[src/rtl/cssb_defs.svh]
/*
 * Bit positions, reset values and sizes for the two-slot card status and byte-select block.
 * Assumes inclusion by bare name from the package and the design modules.
 */
`ifndef CSSB_DEFS_SVH
`define CSSB_DEFS_SVH

`define CSSB_SLOTS        2
`define CSSB_EV_W         4
`define CSSB_EV_DEAD      0
`define CSSB_EV_WEAK      1
`define CSSB_EV_DETECT    2
`define CSSB_EV_ALERT     3
`define CSSB_PIN_W        4
`define CSSB_PIN_LINE1    0
`define CSSB_PIN_LINE2    1
`define CSSB_PIN_DET1     2
`define CSSB_PIN_DET2     3
`define CSSB_EV_RST       4'h0
`define CSSB_PIN_RST      4'hf

`endif

[src/rtl/cssb_pkg.sv]
/*
 * Types shared by the card status and byte-select block.
 * Assumes cssb_defs.svh is on the include path.
 */
package cssb_pkg;
	`include "cssb_defs.svh"

	typedef enum logic [1:0] {
		CSSB_BATT_GOOD,
		CSSB_BATT_WEAK,
		CSSB_BATT_DEAD
	} cssb_batt_t;
endpackage

[src/rtl/cssb_slot.sv]
/*
 * One card slot: battery decode, insertion detect, status events, byte selects and I/O read strobe.
 * Assumes card pins and host requests are synchronous to clk.
 */
`timescale 1ns/1ps
`include "cssb_defs.svh"
module cssb_slot
	import cssb_pkg::*;
(
	// Clock and reset
	input  wire logic                   clk,
	input  wire logic                   rstn,
	input  wire logic                   ce,
	// Socket configuration
	input  wire logic                   io_mode,
	input  wire logic                   ring_mode,
	input  wire logic                   audio_en,
	input  wire logic [`CSSB_EV_W-1:0]  evt_en,
	input  wire logic [`CSSB_EV_W-1:0]  evt_clr,
	// Host access request
	input  wire logic                   acc_req,
	input  wire logic                   acc_addr0,
	input  wire logic                   acc_wide,
	input  wire logic                   acc_io_rd,
	// Card pins
	input  wire logic                   battery_level_line_one,
	input  wire logic                   battery_level_line_two,
	input  wire logic                   insert_detect_one_n,
	input  wire logic                   insert_detect_two_n,
	input  wire logic                   io_read_ack_n,
	output logic                        even_byte_select_n,
	output logic                        odd_byte_select_n,
	output logic                        io_read_strobe_n,
	// Status
	output cssb_batt_t                  batt_state,
	output logic                        card_inserted,
	output logic [`CSSB_PIN_W-1:0]      pin_status,
	output logic [`CSSB_EV_W-1:0]       evt_pend,
	output logic                        phone_alert_in,
	output logic                        audio_bit,
	output logic                        io_rd_acked
);
	cssb_batt_t                 batt_q, batt_d;
	logic                       ins_q;
	logic [`CSSB_PIN_W-1:0]     pin_q;
	logic [`CSSB_EV_W-1:0]      pend_q, evt_set;
	logic                       even_q, odd_q, io_read_strobe_q, ack_q, ring_q;
	wire                        ins_d    = !insert_detect_one_n && !insert_detect_two_n;
	wire                        even_d   = acc_req && (acc_wide || !acc_addr0);
	wire                        odd_d    = acc_req && (acc_wide || acc_addr0);
	wire                        io_read_strobe_d   = acc_req && acc_io_rd;
	wire                        alert_on = io_mode && !ring_mode;

	// Line one low always means data lost; line two only matters while line one is high
	assign batt_d = !battery_level_line_one ? CSSB_BATT_DEAD :
		(!battery_level_line_two ? CSSB_BATT_WEAK : CSSB_BATT_GOOD);

	// Battery events only make sense for memory cards; in I/O mode line one is the alert
	assign evt_set[`CSSB_EV_DEAD]   = !io_mode && batt_d == CSSB_BATT_DEAD && batt_q != CSSB_BATT_DEAD;
	assign evt_set[`CSSB_EV_WEAK]   = !io_mode && batt_d == CSSB_BATT_WEAK && batt_q == CSSB_BATT_GOOD;
	assign evt_set[`CSSB_EV_DETECT] = ins_d != ins_q;
	assign evt_set[`CSSB_EV_ALERT]  = alert_on && pin_q[`CSSB_PIN_LINE1] && !battery_level_line_one;

	always_ff @(posedge clk) begin
		if (!rstn) begin
			batt_q <= CSSB_BATT_GOOD;
			ins_q  <= 1'b0;
			pin_q  <= `CSSB_PIN_RST;
			pend_q <= `CSSB_EV_RST;
		end else if (ce) begin
			batt_q <= batt_d;
			ins_q  <= ins_d;
			pin_q  <= {insert_detect_two_n, insert_detect_one_n, battery_level_line_two, battery_level_line_one};
			// Set wins over clear so an event in the clearing cycle survives
			pend_q <= (pend_q & ~evt_clr) | (evt_set & evt_en);
		end
	end

	always_ff @(posedge clk) begin
		if (!rstn) begin
			even_q <= 1'b0;
			odd_q  <= 1'b0;
			io_read_strobe_q <= 1'b0;
			ack_q  <= 1'b0;
			ring_q <= 1'b0;
		end else if (ce) begin
			even_q <= even_d;
			odd_q  <= odd_d;
			io_read_strobe_q <= io_read_strobe_d;
			ack_q  <= io_read_strobe_q && !io_read_ack_n;
			ring_q <= io_mode && ring_mode && !battery_level_line_one;
		end
	end

	assign even_byte_select_n = !even_q;
	assign odd_byte_select_n  = !odd_q;
	assign io_read_strobe_n   = !io_read_strobe_q;
	assign batt_state         = batt_q;
	assign card_inserted      = ins_q;
	assign pin_status         = pin_q;
	assign evt_pend           = pend_q;
	assign phone_alert_in     = ring_q;
	assign io_rd_acked        = ack_q;
	// Line two is audio only in I/O mode; a disabled slot adds a low level to the merge
	assign audio_bit          = io_mode && audio_en && battery_level_line_two;
endmodule

[src/rtl/cssb_top.sv]
/*
 * Two-slot card status, insertion detect, byte-select and merged audio block.
 * Assumes all inputs are synchronous to clk; slot A is index 0, slot B index 1.
 */
`timescale 1ns/1ps
`include "cssb_defs.svh"
// Functional notes
// - Battery good when both high, weak when line two low, dead when line one low.
// - Battery signals readable as status and raise change events gated by enables; the code raises them only outside I/O mode, on weak from good or on dead.
// - Line two is audio only in I/O mode, ignored otherwise.
// - Audio of both slots merges onto one output pin.
// - Card inserted when both detect lines low; levels reported as status.
// - First byte select enables even-addressed bytes.
// - Second byte select enables odd-addressed bytes.
// - I/O read strobe asserted to enable card data during host I/O reads.
module cssb_top
	import cssb_pkg::*;
(
	// Clock and reset
	input  wire logic                       clk,
	input  wire logic                       rstn,
	input  wire logic                       ce,
	// Per-slot configuration
	input  wire logic [1:0]                 io_mode,
	input  wire logic [1:0]                 ring_mode,
	input  wire logic [1:0]                 audio_en,
	input  wire logic [`CSSB_EV_W-1:0]      evt_en_a,
	input  wire logic [`CSSB_EV_W-1:0]      evt_en_b,
	input  wire logic [`CSSB_EV_W-1:0]      evt_clr_a,
	input  wire logic [`CSSB_EV_W-1:0]      evt_clr_b,
	// Per-slot host access
	input  wire logic [1:0]                 acc_req,
	input  wire logic [1:0]                 acc_addr0,
	input  wire logic [1:0]                 acc_wide,
	input  wire logic [1:0]                 acc_io_rd,
	// Card pins
	input  wire logic [1:0]                 battery_level_line_one,
	input  wire logic [1:0]                 battery_level_line_two,
	input  wire logic [1:0]                 insert_detect_one_n,
	input  wire logic [1:0]                 insert_detect_two_n,
	input  wire logic [1:0]                 io_read_ack_n,
	output logic [1:0]                      even_byte_select_n,
	output logic [1:0]                      odd_byte_select_n,
	output logic [1:0]                      io_read_strobe_n,
	output logic                            merged_audio_out,
	// Status
	output cssb_batt_t [1:0]                batt_state,
	output logic [1:0]                      card_inserted,
	output logic [`CSSB_PIN_W-1:0]          pin_status_a,
	output logic [`CSSB_PIN_W-1:0]          pin_status_b,
	output logic [`CSSB_EV_W-1:0]           evt_pend_a,
	output logic [`CSSB_EV_W-1:0]           evt_pend_b,
	output logic [1:0]                      phone_alert_in,
	output logic [1:0]                      io_rd_acked
);
	logic [1:0]                 audio_bit;
	logic                       audio_q;
	wire  [`CSSB_EV_W-1:0]      evt_en  [2];
	wire  [`CSSB_EV_W-1:0]      evt_clr [2];
	wire  [`CSSB_PIN_W-1:0]     pin_st  [2];
	wire  [`CSSB_EV_W-1:0]      pend    [2];

	assign evt_en[0]    = evt_en_a;
	assign evt_en[1]    = evt_en_b;
	assign evt_clr[0]   = evt_clr_a;
	assign evt_clr[1]   = evt_clr_b;
	assign pin_status_a = pin_st[0];
	assign pin_status_b = pin_st[1];
	assign evt_pend_a   = pend[0];
	assign evt_pend_b   = pend[1];

	genvar s;
	generate
		for (s = 0; s < `CSSB_SLOTS; s++) begin : g_slot
			cssb_slot u_slot (
				.clk                    (clk),
				.rstn                   (rstn),
				.ce                     (ce),
				.io_mode                (io_mode[s]),
				.ring_mode              (ring_mode[s]),
				.audio_en               (audio_en[s]),
				.evt_en                 (evt_en[s]),
				.evt_clr                (evt_clr[s]),
				.acc_req                (acc_req[s]),
				.acc_addr0              (acc_addr0[s]),
				.acc_wide               (acc_wide[s]),
				.acc_io_rd              (acc_io_rd[s]),
				.battery_level_line_one (battery_level_line_one[s]),
				.battery_level_line_two (battery_level_line_two[s]),
				.insert_detect_one_n    (insert_detect_one_n[s]),
				.insert_detect_two_n    (insert_detect_two_n[s]),
				.io_read_ack_n          (io_read_ack_n[s]),
				.even_byte_select_n     (even_byte_select_n[s]),
				.odd_byte_select_n      (odd_byte_select_n[s]),
				.io_read_strobe_n       (io_read_strobe_n[s]),
				.batt_state             (batt_state[s]),
				.card_inserted          (card_inserted[s]),
				.pin_status             (pin_st[s]),
				.evt_pend               (pend[s]),
				.phone_alert_in         (phone_alert_in[s]),
				.audio_bit              (audio_bit[s]),
				.io_rd_acked            (io_rd_acked[s])
			);
		end
	endgenerate

	// XOR keeps a single active card audible and needs no arbitration between slots
	always_ff @(posedge clk) begin
		if (!rstn) begin
			audio_q <= 1'b0;
		end else if (ce) begin
			audio_q <= audio_bit[0] ^ audio_bit[1];
		end
	end

	assign merged_audio_out = audio_q;
endmodule

[config.mk]
export PLATFORM = sky130hd
export DESIGN_NAME = cssb_top
export DESIGN_NICKNAME = d
export VERILOG_FILES = /design/src/rtl/cssb_pkg.sv /design/src/rtl/cssb_slot.sv /design/src/rtl/cssb_top.sv
export VERILOG_INCLUDE_DIRS = /design/src /design/src/rtl
export SDC_FILE = /design/constraint.sdc
export NUM_CORES = 1
export LEC_CHECK = 0
export ABC_AREA = 1
export BUFFER_PORTS_ARGS = -buffer_cell sky130_fd_sc_hd__buf_2
export CAP_MARGIN = 10
export CELL_PAD_IN_SITES_DETAIL_PLACEMENT = 0
export CELL_PAD_IN_SITES_GLOBAL_PLACEMENT = 1
export CORE_ASPECT_RATIO = 1.2
export CORE_MARGIN = 8
export CORE_UTILIZATION = 30
export CTS_BUF_LIST = sky130_fd_sc_hd__clkbuf_16
export CTS_CLUSTER_DIAMETER = 100
export DETAILED_ROUTE_END_ITERATION = 10
export GPL_TIMING_DRIVEN = 0
export PLACE_DENSITY_LB_ADDON = 0.1
export REMOVE_ABC_BUFFERS = 1
export SLEW_MARGIN = 20
export SYNTH_ARGS = -nofsm -noshare
export SYNTH_HDL_FRONTEND = slang
export SYNTH_SLANG_ARGS = --single-unit
[constraint.sdc]
create_clock -name clk -period 0.9 [get_ports clk]
set_input_delay 0 -clock clk [delete_from_list [all_inputs] [get_ports clk]]
set_output_delay 0 -clock clk [all_outputs]
set_load 0.005 [all_outputs]
==> results.py <==
metrics = {
    "placement": {
        "dp_hpwl_um": 3021,
        "placed_cell_area_um2": 1829,
        "gp_congestion": 0.7166,
        "portBuffers": 75,
    },
    "cts": {
        "cts.clk_slew.worst_paths_ps": 50,
        "root_buffer": "clkbuf_16",
        "numCtsBuffers": 5,
        "clockBufferDepth": 2,
        "insertion_delay_ps": 270,
        "postCtsSetupBuffers": 0,
        "cts_tree": "built",
        "htreeDepth": 2,
        "clock-sinks": 33,
    },
    "routing": {
        "via_count": 1483,
        "wl_per_cell_um": 12.01,
        "drtIter0Drc": 51,
        "drtPass1Iterations": 3,
        "routed_wl_um": 4130,
        "viasPerCell": 4.311,
        "final_antenna_net_count": 0,
        "drc": 0,
    },
    "power_and_ir_drop": {
        "power.internal_w": 0.002734,
        "power_density_nw_per_um2": 1762,
        "p_leak_nw": 1.032,
        "seq_power_share": 0.440,
        "combPwrFrac": 0.122,
        "clkPwrFrac": 0.438,
        "power.switching_w": 0.0008443,
        "peakVddDrop_mv": 1.129,
        "swShare": 0.2360,
    },
    "timing": {
        "finalSetupViolCount": 0,
        "drv_slew": 0,
        "tightest_slew_ps": 378.1,
        "fmax_mhz": 1293,
        "rsz0062_at_grt": "no",
        "hold_viol": 0,
        "final.min_clock_period_ps": 773.6,
        "period_share": 0.8596,
        "skew_ps": 3.034,
        "slew_headroom": 0.7476,
        "setup_tns_ps": 0,
    },
    "job": {
        "maxCapViolations": 0,
    },
    "grt": {
        "antenna_found_initial": 0,
        "grt_max_degree": 32,
        "overflow": 0,
        "track_usage": 0.1114,
        "grt_pass1_wl_um": 6699,
        "grt_pass1_vias": 1495,
    },
    "layout": {
        "drive_gt1_frac": 0.2958,
        "multi_input_comb_area_um2": 590.6,
        "fillers": 550,
        "mostFrequentLayoutCell": "buf_2",
        "diodes": 0,
        "final_area_um2": 2031,
        "seq_area_um2": 660.6,
        "synthToLayoutAreaGrowth_pct": 34.91,
        "final_cell_mix": "buf_2 (74), nand2_1 (59), dfxtp_1 (33), inv_1 (31), a21oi_1 (20)",
        "final_nets": 326,
    },
    "hold_path": {
        "holdCritPathClass": "input pin to flop",
    },
    "logic_synthesis": {
        "synthCells": 214,
        "yosysSeqAreaShare": 0.4389,
        "ys_warn_count": 0,
        "synth_seq_cells": 33,
        "syn_area_per_cell_um2": 7.034,
        "synth_area_um2": 1505,
        "synth.distinct_cells": 18,
    },
    "floorplan": {
        "core_um2": 4870,
        "die_area_um2": 7549,
        "die_w_um": 80.66,
        "io_pins": 76,
        "rows": 28,
        "die_y_um": 93.60,
        "initial_core_util": 0.3091,
    },
    "setup_path": {
        "start_kind": "flop",
        "arrival_ps": 770,
        "critPathKind": "flop to primary output",
        "crit_path_end_kind": "primary output",
        "required_ps": 900,
        "crit_fanout": 2,
    },
    "status": {
        "status": "complete, no violations",
    },
}
## routing by layer
metal  part of all wire  vias to the layer above  GRT usage
li1                   -                      792          -
met1               0.42                      644     0.1264
met2               0.47                       42     0.1748
met3              0.092                        5    0.05278
met4              0.016                        0    0.04478
met5                  0                        -          0
## what timing repair did
| item | 4_1_cts | 5_1_grt |
|---|---|---|
| resized for setup | 2 | 0 |
| hold buffers | 6 | 0 |
| endpoints found under the hold margin | 6 | 0 |
| endpoints found under the setup margin | 22 | 0 |
## cells in the mapped netlist
cell type  count  share of area
nor2_2         2         0.0083
clkinv_1       4          0.010
nand3b_1       4          0.020
inv_1         28          0.070
buf_4         13          0.065
nand3_1        9          0.030
dfxtp_1       33           0.44
o211a_1        2          0.013
a21oi_1       20          0.067
buf_2          5          0.017
o21ai_0        8          0.027
o21a_1         2          0.010
o21ai_1        4          0.013
nor2_1        13          0.032
o211ai_1       5          0.025
nand2_1       59           0.15
inv_2          2         0.0050
clkbuf_1       1         0.0025
## metrics by stage
step	power, W	setup slack (ps)	hold slack (ps)	std cells	utilization
floorplan	0.001784	198.5	68.96	195	-
global placement	0.002030	-574.0	259.6	330	0.3756
detailed placement	0.002032	-571.1	264.8	330	0.3756
CTS	0.003625	86.71	0.7458	344	0.4170
global route	0.003763	3.564	12.86	344	0.4170
finish	0.003578	126.4	0.01112	344	0.4170
## sequential cells by signal, indices dropped and copies added, names as in the netlist
signal	count
g_slot.u_slot.odd_q	2
g_slot.u_slot.io_rd_acked	2
g_slot.u_slot.phone_alert_in	2
g_slot.u_slot.io_read_strobe_q	2
g_slot.u_slot.evt_pend	8
g_slot.u_slot.pin_status	8
g_slot.u_slot.card_inserted	2
g_slot.u_slot.even_q	2
g_slot.u_slot.batt_state	4
merged_audio_out	1
## power by group through the flow
stage | logic (W) | registers [W] | clock network (W)
after floorplan | 0.000179 | 0.00161 | 0
after global placement | 0.000428 | 0.00160 | 0
after detailed placement | 0.000429 | 0.00160 | 0
after CTS | 0.000453 | 0.00157 | 0.00160
after global routing | 0.000506 | 0.00158 | 0.00168
final | 0.000438 | 0.00157 | 0.00157
## critical path, stage by stage, from the launching register on
cell     delay [ps]
dfxtp_1         330
inv_1            50
buf_2           120
## layout make-up
| cell class | count | share of cell area |
|---|---|---|
| timing repair buffer | 81 | 0.2156 |
| clock inverter | 3 | 0.005545 |
| tap | 60 | 0.03697 |
| inverter | 34 | 0.06408 |
| clock buffer | 5 | 0.06161 |
| sequential | 33 | 0.3253 |
| multi-input combinational | 128 | 0.2908 |
## worst paths after layout
kind | start | to | slack, ps | cells after the start
setup / recovery | g_slot[0].u_slot.io_read_strobe_q | io_read_strobe_n[0] | 130 | 2
setup reg to reg | g_slot[1].u_slot.batt_state[1] | g_slot[1].u_slot.evt_pend[1] | 130 | 5
hold reg to reg | g_slot[0].u_slot.evt_pend[3] | g_slot[0].u_slot.evt_pend[3] | 460 | 2
hold / removal | evt_clr_b[0] | g_slot[1].u_slot.evt_pend[0] | 0.01 | 4
## cells by family after synthesis
| group | Yosys count | share of synthesized area |
|---|---|---|
| AOI/OAI and AO/OA | 41 | 0.1546 |
| buffers and inverters | 53 | 0.1687 |
| DFF | 33 | 0.4389 |
| and+or+nand+nor | 87 | 0.2377 |
(Power assumes the default switching activity.)
